==> config.mk <==
export PLATFORM = sky130hd
export DESIGN_NAME = haptic_playback_ctrl
export DESIGN_NICKNAME = d
export VERILOG_FILES = /design/src/logic/haptic_pkg.sv /design/src/logic/haptic_playback_ctrl.sv
export SDC_FILE = /design/constraint.sdc
export NUM_CORES = 2
export LEC_CHECK = 0
export BUFFER_PORTS_ARGS = -buffer_cell sky130_fd_sc_hd__buf_4
export CAP_MARGIN = 20
export CELL_PAD_IN_SITES_DETAIL_PLACEMENT = 1
export CELL_PAD_IN_SITES_GLOBAL_PLACEMENT = 2
export CORE_MARGIN = 3
export CORE_UTILIZATION = 39
export DETAILED_ROUTE_END_ITERATION = 8
export PLACE_DENSITY = 0.93
export SYNTH_ARGS = -nofsm -noshare
export SYNTH_HDL_FRONTEND = slang
export SYNTH_SLANG_ARGS = --single-unit
==> constraint.sdc <==
create_clock -name ref_clk_i -period 68.2 [get_ports ref_clk_i]
set_input_delay 20.46 -clock ref_clk_i [delete_from_list [all_inputs] [get_ports ref_clk_i]]
set_output_delay 20.46 -clock ref_clk_i [all_outputs]
set_load 0.02 [all_outputs]
==> src/logic/haptic_pkg.sv <==
// Constants, register map and types for the haptic playback input control block
package haptic_pkg;
	// Register byte offsets
	localparam logic [7:0]  OFS_CTRL    = 8'h00;
	localparam logic [7:0]  OFS_SEQ     = 8'h04;
	localparam logic [7:0]  OFS_TRIG    = 8'h08;
	localparam logic [7:0]  OFS_PINCFG  = 8'h0C;
	localparam logic [7:0]  OFS_LEVEL   = 8'h10;
	localparam logic [7:0]  OFS_PERIOD  = 8'h14;
	localparam logic [7:0]  OFS_STATUS  = 8'h18;
	// Control fields
	localparam int          CB_MODE     = 0;
	localparam int          CB_BOOST    = 3;
	localparam int          CB_CHAIN    = 4;
	localparam int          CB_WARM     = 5;
	localparam int          CB_FOLLOW   = 6;
	localparam int          CB_OVERRIDE = 7;
	localparam int          CB_AUTO     = 8;
	localparam int          CB_OVERDRV  = 9;
	localparam int          CB_QHALT    = 10;
	localparam int          CB_ERM      = 11;
	localparam logic [11:0] CTRL_RST    = 12'h000;
	// Sequence select: index [3:0], repeat count [7:4]; trigger bit
	localparam int          SB_REPEAT   = 4;
	localparam int          TB_START    = 0;
	// Pin config: per pin one byte, edge [1:0], alternation [2], index [7:4]
	localparam int          PIN_STRIDE  = 8;
	localparam int          PB_ALT      = 2;
	localparam int          PB_INDEX    = 4;
	localparam logic [23:0] PINCFG_RST  = 24'h000000;
	// Level register: min duty [7:0], nominal [15:8], peak [23:16]
	localparam int          LB_NOM      = 8;
	localparam int          LB_PEAK     = 16;
	localparam logic [23:0] LEVEL_RST   = 24'h000000;
	// Status fields; done flag is write-one-to-clear
	localparam int          ST_DONE     = 0;
	localparam int          ST_BUSY     = 1;
	localparam int          ST_WARM     = 2;
	localparam int          ST_STAGE    = 3;
	localparam int          ST_LOCK     = 4;
	localparam int          ST_FAULT    = 5;
	localparam int          ST_LEVEL    = 16;
	// Playback modes and edge selects
	localparam logic [2:0]  MODE_STREAM = 3'h2;
	localparam logic [2:0]  MODE_REG    = 3'h3;
	localparam logic [2:0]  MODE_PIN    = 3'h4;
	localparam logic [1:0]  EDGE_RISE   = 2'h0;
	localparam logic [1:0]  EDGE_FALL   = 2'h1;
	localparam logic [1:0]  EDGE_BOTH   = 2'h2;
	// Duty scale
	localparam logic [7:0]  DUTY_HALF   = 8'h80;
	localparam logic [7:0]  DUTY_FULL   = 8'hFF;
	// Resonance follow range and timing, periods in clock cycles
	localparam int          CLK_HZ      = 100_000_000;
	localparam int          FOLLOW_MIN_HZ = 50;
	localparam int          FOLLOW_MAX_HZ = 300;
	localparam logic [23:0] PER_MAX     = 24'(CLK_HZ / FOLLOW_MIN_HZ);
	localparam logic [23:0] PER_MIN     = 24'(CLK_HZ / FOLLOW_MAX_HZ);
	localparam logic [23:0] PERIOD_RST  = 24'h04C4B4;
	localparam logic [23:0] LOCK_TOL    = 24'h000100;
	localparam int          GAIN_SHIFT  = 4;
	localparam int          GAIN_SHIFT_FINE = 2;
	typedef enum logic [1:0] {PS_IDLE, PS_WARM, PS_PLAY} play_state_t;
endpackage : haptic_pkg

==> src/logic/haptic_playback_ctrl.sv <==
// Playback input control: PWM streaming, sequence triggers, resonance follow
//
// Added by the designer: the placing of the registers and the AHB-Lite interface to the registers.
`timescale 1ns/10ps
module haptic_playback_ctrl
	import haptic_pkg::*;
#(
	parameter int SEQ_CYCLES = 1000,
	parameter int CNT_W      = 16
)(
	// Clock and reset
	input  wire logic        ref_clk_i,
	input  wire logic        rst_i,
	// AHB-Lite slave
	input  wire logic        hsel_i,
	input  wire logic [31:0] haddr_i,
	input  wire logic [1:0]  htrans_i,
	input  wire logic        hwrite_i,
	input  wire logic [2:0]  hsize_i,
	input  wire logic [31:0] hwdata_i,
	input  wire logic        hready_i,
	output logic      [31:0] hrdata_o,
	output logic             hreadyout_o,
	output logic             hresp_o,
	// Trigger pins, pin 0 also streams
	input  wire logic [2:0]  trigger_pins_i,
	// Resonance measurement from sensing logic
	input  wire logic        res_valid_i,
	input  wire logic [23:0] res_period_i,
	// Drive and playback outputs
	output logic      [7:0]  drive_mag_o,
	output logic             drive_invert_o,
	output logic             phase_flip_o,
	output logic             stage_en_o,
	output logic      [23:0] drive_period_o,
	output logic             seq_active_o,
	output logic      [3:0]  seq_index_o,
	output logic             warm_standby_o,
	output logic             register_started_playback_o,
	output logic             pin_started_playback_o,
	output logic             interrupt_out_n_o,
	output logic             overdrive_active_o,
	output logic             quick_halt_active_o,
	output logic             gain_fine_o,
	output logic             follow_fault_o
);
	// Registers
	logic [11:0]      ctrl_r;
	logic [7:0]       seq_r;
	logic [23:0]      pincfg_r;
	logic [23:0]      level_cfg_r;
	logic [23:0]      period_r;
	logic             finished_flag_r;
	logic             trig_wr_r;
	logic             wr_pend_r;
	logic [7:0]       wr_addr_r;
	logic [2:0]       sync1_r, sync2_r, prev_r;
	logic [CNT_W-1:0] per_cnt_r, high_cnt_r;
	logic             per_ok_r;
	logic [7:0]       duty_r;
	logic signed [8:0] level_r;
	logic [23:0]      stage_cnt_r;
	logic             locked_r;
	play_state_t      state_r;
	logic [3:0]       loops_r;
	logic [31:0]      seq_cnt_r;
	logic [2:0]       parity_r;

	// Bus decode
	wire        addr_ok  = hsel_i && hready_i && htrans_i[1];
	wire        mapped   = haddr_i[31:8] == 24'h000000;
	wire        wr_ctrl  = wr_pend_r && wr_addr_r == OFS_CTRL;
	wire        wr_seq   = wr_pend_r && wr_addr_r == OFS_SEQ;
	wire        wr_trig  = wr_pend_r && wr_addr_r == OFS_TRIG;
	wire        wr_pin   = wr_pend_r && wr_addr_r == OFS_PINCFG;
	wire        wr_lvl   = wr_pend_r && wr_addr_r == OFS_LEVEL;
	wire        wr_per   = wr_pend_r && wr_addr_r == OFS_PERIOD;
	wire        wr_stat  = wr_pend_r && wr_addr_r == OFS_STATUS;
	wire [31:0] status_w = {{8{level_r[8]}}, level_r[7:0], 10'h000, follow_fault_o, locked_r,
	                        stage_en_o, state_r == PS_WARM, state_r == PS_PLAY, finished_flag_r};
	wire [31:0] rd_mux   = !mapped ? 32'h00000000 :
	                       haddr_i[7:0] == OFS_CTRL   ? {20'h00000, ctrl_r} :
	                       haddr_i[7:0] == OFS_SEQ    ? {24'h000000, seq_r} :
	                       haddr_i[7:0] == OFS_PINCFG ? {8'h00, pincfg_r} :
	                       haddr_i[7:0] == OFS_LEVEL  ? {8'h00, level_cfg_r} :
	                       haddr_i[7:0] == OFS_PERIOD ? {8'h00, period_r} :
	                       haddr_i[7:0] == OFS_STATUS ? status_w : 32'h00000000;

	// Control fields
	wire [2:0]  mode      = ctrl_r[CB_MODE +: 3];
	wire        boost     = ctrl_r[CB_BOOST];
	wire        follow_en = ctrl_r[CB_FOLLOW];
	wire        override  = ctrl_r[CB_OVERRIDE];
	wire [7:0]  min_duty_threshold = level_cfg_r[7:0];
	wire [7:0]  nom_lim   = level_cfg_r[LB_NOM +: 8];
	wire [7:0]  peak_lim  = level_cfg_r[LB_PEAK +: 8];
	wire        streaming = mode == MODE_STREAM;

	// Bus address phase capture and zero-wait answer
	always_ff @(posedge ref_clk_i)
	begin
		if (rst_i)
		begin
			wr_pend_r   <= 1'b0;
			wr_addr_r   <= 8'h00;
			hrdata_o    <= 32'h00000000;
			hreadyout_o <= 1'b0;
			hresp_o     <= 1'b0;
		end
		else
		begin
			wr_pend_r   <= addr_ok && hwrite_i && mapped;
			wr_addr_r   <= haddr_i[7:0];
			hreadyout_o <= 1'b1;
			if (addr_ok && !hwrite_i)
				hrdata_o <= rd_mux;
		end
	end

	// Software register writes
	always_ff @(posedge ref_clk_i)
	begin
		if (rst_i)
		begin
			ctrl_r      <= CTRL_RST;
			seq_r       <= 8'h00;
			pincfg_r    <= PINCFG_RST;
			level_cfg_r <= LEVEL_RST;
			trig_wr_r   <= 1'b0;
		end
		else
		begin
			if (wr_ctrl) ctrl_r <= hwdata_i[11:0];
			if (wr_seq) seq_r <= hwdata_i[7:0];
			if (wr_pin) pincfg_r <= hwdata_i[23:0];
			if (wr_lvl) level_cfg_r <= hwdata_i[23:0];
			trig_wr_r <= wr_trig && hwdata_i[TB_START];
		end
	end

	// Pin synchronisers, prev stage feeds edge detectors
	always_ff @(posedge ref_clk_i)
	begin
		if (rst_i)
		begin
			sync1_r <= 3'b000;
			sync2_r <= 3'b000;
			prev_r  <= 3'b000;
		end
		else
		begin
			sync1_r <= trigger_pins_i;
			sync2_r <= sync1_r;
			prev_r  <= sync2_r;
		end
	end

	// Per-pin edge events
	wire [2:0] rise_w = sync2_r & ~prev_r;
	wire [2:0] fall_w = ~sync2_r & prev_r;
	logic [2:0] pin_ev;
	genvar gi;
	generate
		for (gi = 0; gi < 3; gi++)
		begin : g_edge
			wire [1:0] sel = pincfg_r[gi*PIN_STRIDE +: 2];
			assign pin_ev[gi] = (sel == EDGE_RISE && rise_w[gi]) || (sel == EDGE_FALL && fall_w[gi]) ||
			                    (sel == EDGE_BOTH && (rise_w[gi] || fall_w[gi]));
		end
	endgenerate

	// Duty demodulator timed between rising edges of pin 0
	wire [23:0] duty_num = {8'h00, high_cnt_r} * 24'h0000FF;
	wire [23:0] duty_q   = duty_num / {8'h00, per_cnt_r};
	wire [7:0]  duty_w   = duty_q > 24'h0000FF ? DUTY_FULL : duty_q[7:0];
	wire        cnt_max  = &per_cnt_r;
	always_ff @(posedge ref_clk_i)
	begin
		if (rst_i || !streaming)
		begin
			per_cnt_r  <= '0;
			high_cnt_r <= '0;
			per_ok_r   <= 1'b0;
			duty_r     <= 8'h00;
		end
		else if (rise_w[0])
		begin
			if (per_ok_r && per_cnt_r != '0)
				duty_r <= duty_w;
			per_ok_r   <= 1'b1;
			per_cnt_r  <= CNT_W'(1);
			high_cnt_r <= CNT_W'(1);
		end
		else if (!cnt_max)
		begin
			per_cnt_r  <= per_cnt_r + CNT_W'(1);
			high_cnt_r <= high_cnt_r + CNT_W'(sync2_r[0]);
		end
	end

	// Level scaling
	wire [15:0]        prod_u = {8'h00, duty_r} * {8'h00, nom_lim};
	wire signed [8:0]  sduty  = $signed({1'b0, duty_r}) - $signed(9'h080);
	wire signed [17:0] prod_s = sduty * $signed({1'b0, peak_lim});
	wire signed [8:0]  lvl_nxt = duty_r < min_duty_threshold ? 9'sh000 :
	                             boost ? $signed({1'b0, prod_u[15:8]}) :
	                             $signed(prod_s[15:7]);
	wire [7:0] mag_nxt = level_r[8] ? 8'(-level_r) : level_r[7:0];

	// Drive level held until next demodulated duty; output rate set elsewhere
	always_ff @(posedge ref_clk_i)
	begin
		if (rst_i || !streaming)
			level_r <= 9'sh000;
		else
			level_r <= lvl_nxt;
	end

	// Drive outputs
	always_ff @(posedge ref_clk_i)
	begin
		if (rst_i)
		begin
			drive_mag_o    <= 8'h00;
			drive_invert_o <= 1'b0;
			phase_flip_o   <= 1'b0;
		end
		else
		begin
			drive_mag_o    <= mag_nxt;
			drive_invert_o <= level_r[8] && ctrl_r[CB_ERM];
			phase_flip_o   <= level_r[8] && !ctrl_r[CB_ERM];
		end
	end

	// Output stage gating: off at zero, back after one half-period
	wire [23:0] half_per = {1'b0, period_r[23:1]};
	always_ff @(posedge ref_clk_i)
	begin
		if (rst_i)
		begin
			stage_en_o  <= 1'b0;
			stage_cnt_r <= 24'h000000;
		end
		else if (!streaming || level_r == 9'sh000)
		begin
			stage_en_o  <= 1'b0;
			stage_cnt_r <= 24'h000000;
		end
		else if (!stage_en_o)
		begin
			stage_cnt_r <= stage_cnt_r + 24'h000001;
			stage_en_o  <= stage_cnt_r + 24'h000001 >= half_per;
		end
	end

	// Resonance follow loop
	wire [23:0] res_diff = res_period_i > period_r ? res_period_i - period_r : period_r - res_period_i;
	wire        in_range = res_period_i >= PER_MIN && res_period_i <= PER_MAX;
	wire        capture  = res_diff <= {2'b00, period_r[23:2]};
	wire        fine     = ctrl_r[CB_AUTO] && locked_r;
	wire [23:0] step     = fine ? res_diff >> GAIN_SHIFT_FINE : res_diff >> GAIN_SHIFT;
	wire [23:0] per_step = res_period_i > period_r ? period_r + step : period_r - step;
	always_ff @(posedge ref_clk_i)
	begin
		if (rst_i)
		begin
			period_r       <= PERIOD_RST;
			locked_r       <= 1'b0;
			follow_fault_o <= 1'b0;
		end
		else
		begin
			// Clear comes first so a fault in the same cycle wins
			if (wr_stat && hwdata_i[ST_FAULT])
				follow_fault_o <= 1'b0;
			if (wr_per)
			begin
				period_r <= hwdata_i[23:0];
				locked_r <= 1'b0;
			end
			else if (follow_en && res_valid_i)
			begin
				if (override)
					period_r <= res_period_i;
				else if (!in_range)
					follow_fault_o <= 1'b1;
				else if (capture)
				begin
					period_r <= per_step;
					locked_r <= locked_r || res_diff <= LOCK_TOL;
				end
			end
		end
	end

	// Follow-dependent enables and registered drive period
	always_ff @(posedge ref_clk_i)
	begin
		if (rst_i)
		begin
			overdrive_active_o  <= 1'b0;
			quick_halt_active_o <= 1'b0;
			gain_fine_o         <= 1'b0;
			drive_period_o      <= PERIOD_RST;
		end
		else
		begin
			overdrive_active_o  <= ctrl_r[CB_OVERDRV] && follow_en;
			quick_halt_active_o <= ctrl_r[CB_QHALT] && follow_en;
			gain_fine_o         <= fine && follow_en;
			drive_period_o      <= period_r;
		end
	end

	// Sequence start selection
	wire        pin_mode   = mode == MODE_PIN;
	wire        reg_mode   = mode == MODE_REG || pin_mode;
	wire        pin_start  = pin_mode && |pin_ev;
	wire [1:0]  first_pin  = pin_ev[0] ? 2'd0 : pin_ev[1] ? 2'd1 : 2'd2;
	wire [7:0]  pcfg       = pincfg_r[first_pin*PIN_STRIDE +: 8];
	wire        even_ev    = pcfg[PB_ALT] && parity_r[first_pin];
	wire [3:0]  pin_index  = pcfg[PB_INDEX +: 4] + {3'b000, even_ev};
	wire        can_start  = state_r != PS_PLAY;
	wire        start_reg  = can_start && reg_mode && trig_wr_r && !pin_start;
	wire        start_pin  = can_start && pin_start;
	wire        seq_end    = state_r == PS_PLAY && seq_cnt_r == 32'(SEQ_CYCLES - 1);
	wire        last_loop  = loops_r == 4'h0;
	wire        finish     = seq_end && last_loop;
	wire        stop_ev    = state_r == PS_PLAY && pin_started_playback_o && |pin_ev;
	wire        chain      = ctrl_r[CB_CHAIN];
	play_state_t rest_state;
	assign rest_state = ctrl_r[CB_WARM] ? PS_WARM : PS_IDLE;

	// Playback sequencer
	always_ff @(posedge ref_clk_i)
	begin
		if (rst_i)
		begin
			state_r                     <= PS_IDLE;
			loops_r                     <= 4'h0;
			seq_cnt_r                   <= 32'h00000000;
			seq_index_o                 <= 4'h0;
			register_started_playback_o <= 1'b0;
			pin_started_playback_o      <= 1'b0;
		end
		else if (start_reg || start_pin)
		begin
			state_r                     <= PS_PLAY;
			loops_r                     <= seq_r[SB_REPEAT +: 4];
			seq_cnt_r                   <= 32'h00000000;
			seq_index_o                 <= start_pin ? pin_index : seq_r[3:0];
			register_started_playback_o <= start_reg;
			pin_started_playback_o      <= start_pin;
		end
		else if (stop_ev || (state_r == PS_PLAY && !reg_mode))
		begin
			state_r                <= rest_state;
			pin_started_playback_o <= 1'b0;
			register_started_playback_o <= 1'b0;
		end
		else if (finish && chain)
		begin
			loops_r   <= seq_r[SB_REPEAT +: 4];
			seq_cnt_r <= 32'h00000000;
		end
		else if (finish)
		begin
			state_r                     <= rest_state;
			register_started_playback_o <= 1'b0;
			pin_started_playback_o      <= 1'b0;
		end
		else if (seq_end)
		begin
			loops_r   <= loops_r - 4'h1;
			seq_cnt_r <= 32'h00000000;
		end
		else if (state_r == PS_PLAY)
			seq_cnt_r <= seq_cnt_r + 32'h00000001;
	end

	// Alternation parity per pin and finished flag, set beats clear
	always_ff @(posedge ref_clk_i)
	begin
		if (rst_i)
		begin
			parity_r          <= 3'b000;
			finished_flag_r   <= 1'b0;
			interrupt_out_n_o <= 1'b1;
			seq_active_o      <= 1'b0;
			warm_standby_o    <= 1'b0;
		end
		else
		begin
			if (start_pin)
				parity_r[first_pin] <= !parity_r[first_pin];
			if (finish)
				finished_flag_r <= 1'b1;
			else if (wr_stat && hwdata_i[ST_DONE])
				finished_flag_r <= 1'b0;
			interrupt_out_n_o <= !(finish || finished_flag_r && !(wr_stat && hwdata_i[ST_DONE]));
			seq_active_o      <= state_r == PS_PLAY;
			warm_standby_o    <= state_r == PS_WARM;
		end
	end
endmodule : haptic_playback_ctrl

# Word-level counts from Yosys, hierarchy flattened
# Index checks and enable logic that the tools add are counted.
# totals
elab_cells	268
input_bits	102
output_inout_bits	82
regBits	309
# classes
n_mul	3
muxes	58
n_eq_ne	30
reduce_logical	103
div_mod_pow	1
n_shift	1
order_cmp	10
n_addsub	12
n_bitwise	6
# op_table
op	n
$mux W32	11
$mux W24	7
$eq A8 B5 Y1 const B	6
$sub A24 B24 Y24	2
$logic_and A1 B1 Y1	47
$add A32 B1 Y32 const B	1
$eq A32 B10 Y1 const B	1
$add A24 B1 Y24 const B	1
$add A24 B22 Y24	1
$div A24 B16 Y24	1
$eq A8 B4 Y1 const B	3
$ge A24 B19 Y1 const B	1
$ge A24 B23 Y1	1
$gt A24 B24 Y1	1
$gt A24 B8 Y1 const B	1
$le A24 B21 Y1 const B	1
$le A24 B22 Y1	1
$le A24 B9 Y1 const B	1
$logic_not A24 Y1	1
$mul A16 B8 Y24 const B	1
$mux W4	6
$mux W8	3
$shiftx A24 B6 Y8	1
$sub A24 B22 Y24	1
other kinds (44)	123

# Depth between registers and ports, before layout
# depth
depth_word	12
mapped_depth	287
depth_no_buf	266

# Least setup slack after synthesis
# Ideal clock, no wire load.
# synth_path
kind	reg-to-reg
from	reg high_cnt_r[5]
to	reg duty_r[0]
stages_incl_launch_ff	266
setup_ns	0.132
path_buffers	25
path_slack_ns	11.771
synth_period_minus_slack_ns	56.429
arrival_ns	56.297
required_ns	68.068
cell_sequence	dfxtp_1 -> inv_1 -> fa_1 -> fa_1 -> inv_1 -> fa_1 -> inv_1 -> fa_1 -> inv_1 -> ha_1 -> buf_2 -> a211oi_1 -> nor2_1 -> o31ai_1 -> o211ai_1 -> and3_1 -> or2_2 -> ha_1 -> [... 230 more ...] -> a21o_1 -> a21o_1 -> a21o_1 -> a21o_1 -> a21o_1 -> a21oi_1 -> nor2b_1 -> o21ai_0 -> nand2b_1 -> a21oi_1 -> nor2b_1 -> o21ai_0 -> nand2b_1 -> a21o_1 -> a21o_1 -> a2111o_1 -> a221oi_1 -> a31oi_1
# synth_via
elab_chain_cells	4
# synth_lines
item	line_no	source
start: declaration	haptic_playback_ctrl.sv:58	logic [CNT_W-1:0] per_cnt_r, high_cnt_r;
start signal: assignment	haptic_playback_ctrl.sv:197	high_cnt_r <= high_cnt_r + CNT_W'(sync2_r[0]);
$mul A16 B8 Y24 *	haptic_playback_ctrl.sv:173	wire [23:0] duty_num = {8'h00, high_cnt_r} * 24'h0000FF;
$div A24 B16 Y24 *	haptic_playback_ctrl.sv:174	wire [23:0] duty_q = duty_num / {8'h00, per_cnt_r};
$gt A24 B8 Y1	haptic_playback_ctrl.sv:175	wire [7:0] duty_w = duty_q > 24'h0000FF ? DUTY_FULL : duty_q[7:0];
$mux W8 *	haptic_playback_ctrl.sv:175	
end signal: assignment	haptic_playback_ctrl.sv:189	duty_r <= duty_w;
end: declaration	haptic_playback_ctrl.sv:60	logic [7:0] duty_r;
# Mark *: on every way between the ends. The rest lies on a longest branch, timed or not.
# A chain may end at the register's enable or synchronous reset.

# Worst setup path in the final report
# layout_path
from	reg high_cnt_r[4]
to	reg duty_r[0]
# Same word-level chain as after synthesis.

==> results.md <==
- Status: finished clean
- Met3 wire length: 6930 um
- Placer Congestion: 0.910
- Slowest-stage cell, CP: a2111oi_4
- Die Area: 0.107 sq mm
- Final #Nets: 6,070
- Slew @ Worst Pin: 1160 ps
- Initial antenna violation count: 8
- R2R setup slack: 4670 ps
- Post-synth EDFFs: 0
- Setup CP Type: reg -> reg
- Num ports: 184
- Drt wl/cell: 20.8 um
- Worst R2R Path Depth: 248
- Slew Limit Fails: 0
- Crit path launch type: flop
- Crit-path most repeated cell: ha_1
- Via density: 5.84
- Syn-to-layout area delta: 10.1%
- Register clock-pin slew on the reported worst setup and hold paths: 70 ps
- Sequential share of the synthesized area: 15.0%
- Die height: 327 um
- Hold EP: sync2_r[0]$_SDFF_PP0_
- Final Instance Area: 0.0443 sq mm
- WP data required: 68,630 ps
- H-tree depth: 2
- Synth area leader: ha_1
- Worst hold path type: reg -> reg
- Number of synthesized register bits: 302
- Max Cap Violations: 0
- Core Footprint: 0.102 sq mm
- DR vias: 39,100
- Worst r2r dst: duty_r[0]$_SDFFE_PP0P_
- Top sig layer: met5
- Worst-path maximum fanout: 19
- Post-DRT Antenna Nets: 0
- Skew-Pair Late Insertion Delay: 580 ps
- Bufs on Longest Clock Path: 3
- RSZ-0062 raised after global routing: no
- DP Wirelength: 111,000 um
- Cell Area, Synth: 0.0402 sq mm
- Layout fillers: 12,600
- Cell Area, Placed: 0.0430 sq mm
- Clock Skew: 24.1 ps
- WL met2: 65,300 um
- Hold Crit Start: sync1_r[0]$_SDFF_PP0_
- Post-synth top area share: 16.2%
- Max Fclk: 15.7 MHz
- Tmin final: 63,530 ps
- Met1 WL: 62,800 um
- Final setup viols: 0
- Finished Core Util: 43.4%
- Startpoint of the worst register-to-register path: high_cnt_r[4]$_SDFFE_PP0N_
- Gr usage total: 25.1%
- Syn Nets: 5,983
- Yosys warnings: 0
- Syn_area_per_cell: 7.74 sq um
- Global-route wire length before repair: 220,000 um
- Worst hold path cell count: 1
- Largest net degree at the start of global routing: 93
- Total gr overflow: 0
- Layout cell share with drive strength beyond 1: 9.38%
- Ys async rst share: 0%
- Number of global-route vias before repair: 39,600
- Slew HR: 22.5%
- IO buf count: 170
- Pre-antenna DRT Iters: 5
- Setup TNS: 0 ps
- Synth area leaders: ha_1 16%, dfxtp_1 15%, fa_1 7.9%
- DRC Markers: 0
- CP max stage delay: 650 ps
- Wire length after detailed routing: 139,000 um
- Top FF cell, synth: dfxtp_1
- Root buf cell: clkbuf_16
- CTS tree: done
- Initial DRC Count: 2,229
- Post-Syn Instances: 5,202
- # rows: 117
- CP Capture Type: flop
- CTS Buf Count: 35
- CTS Sinks: 302
- Die width: 327 um
- Final Cycle Share: 93.2%
- Library cells used by synthesis: 110
- Hold_buf cts: 0
- CP arrival: 63,960 ps
- Starting density of the core: 39.4%
- CP Launch Point: high_cnt_r[4]$_SDFFE_PP0N_
- Final hold vios: 0
## Yosys cell counts, drive strengths merged (13+ instances only)
master,instances
ha,520
nand2,505
nor2,468
inv,423
a21oi,362
dfxtp,302
o21ai,222
xnor2,197
fa,159
clkbuf,156
nor3,146
nand3,129
xor2,123
mux2,99
a21o,98
and2,97
o21a,93
mux2i,77
nor2b,77
o211ai,76
nand4,71
and3,62
nand2b,62
o31ai,56
a31oi,52
nor4,45
or3,45
buf,39
a22oi,37
a211oi,35
or2,33
o21bai,29
a21boi,23
o311ai,17
or4,17
a211o,13
o22ai,13
## layer usage
layer	track usage, %	vias up
met5	0	-
li1	-	18600
met4	7.10	4
met2	42.6	852
met1	33.5	19400
met3	3.16	216
## how the worst max path moves through the flow
stage / to / slack (ps)
2_1_floorplan: duty_r[0]$_SDFFE_PP0P_ / 11770
3_3_place_gp: duty_r[0]$_SDFFE_PP0P_ / 4550
3_5_place_dp: duty_r[0]$_SDFFE_PP0P_ / 3250
4_1_cts: duty_r[0]$_SDFFE_PP0P_ / 2930
5_1_grt: duty_r[0]$_SDFFE_PP0P_ / 160
6_report: duty_r[0]$_SDFFE_PP0P_ / 4670
## cells in the final DEF, fill, tap and decap left out, types with 13 or more instances in the layout
master     instances
nor3_1           140
o22ai_1           13
a31oi_1           50
a211oi_1          32
o211ai_1          76
mux2_2            89
o21a_1            93
or2_2             29
ha_1             520
nor4_1            40
a22oi_1           37
a21o_1            98
mux2i_1           77
and3_1            62
a21oi_1          358
nand3_1          126
or4_1             16
and2_1            97
dfxtp_1          302
nand2_1          504
clkbuf_16         35
nor2b_1           77
inv_1            420
nand4_1           71
o31ai_1           53
fa_1             159
nand2b_1          62
a211o_1           13
xor2_1           123
o21ai_1           16
or3_1             45
o311ai_0          13
buf_4            242
o21ai_0          204
nor2_1           460
o21bai_1          29
xnor2_1          197
a21boi_0          21
## kinds of logic (layout without fill, tap and decap cells)
logic type                 count (synthesis)  count (layout)  synth area share, %
and+or+nand+nor                         1811            1811                 21.9
AOI/OAI and AO/OA                       1293            1293                 21.3
adders and majority gates                680             680                 24.1
buffers and inverters                    619             729                 5.97
xor gates and xnor gates                 320             320                 6.96
DFF                                      302             302                 15.0
muxes                                    176             176                 4.69
other                                      1               8              0.00932
## final cells by class
cell class	instances	area, sq um	share of cell area [%]
well taps	1368	1710	3.86
clock buffers	49	1020	2.30
clock inverters	11	149	0.336
repair buffers	245	1870	4.21
inverters	424	1590	3.59
flip-flops and latches	302	6050	13.6
multi-input cells	4281	31900	72.0
diodes	7	17.5	0.0395
## state kept, by name, indices dropped and copies added, names as in the netlist, 9 cells and up
signal          flops
seq_cnt_r          32
high_cnt_r         16
hrdata_o           25
period_r           24
pincfg_r           24
ctrl_r             12
level_cfg_r        24
stage_cnt_r        24
drive_period_o     24
per_cnt_r          16
level_r             9
## critical path: cells and delay by family, from the launching register on
family | cells | cell delay (ps)
adders and majority gates | 29 | 10310
buffers and inverters | 13 | 2140
and+or+nand+nor | 51 | 11450
AOI/OAI and AO/OA | 147 | 36490
muxes | 8 | 2460
DFF | 1 | 330
## through the flow
step / cells / hold slack, ps / worst slack [ps]
after floorplan: 5202 / 414 / 11770
after global placement: 6617 / 417 / 4550
after detailed placement: 6617 / 430 / 3250
after CTS: 6677 / 446 / 2930
after global routing: 6681 / 466 / 157
final: 6687 / 439 / 4670
## repair_timing
| item | CTS | global route |
|---|---|---|
| setup buffers | 0 | 0 |
| resized for setup | 0 | 15 |
| endpoints found under the setup margin | 0 | 1 |
Power is left out: the tool's default activity adds up to more than one toggle a clock period on the data nets, which glitch-free logic cannot reach.
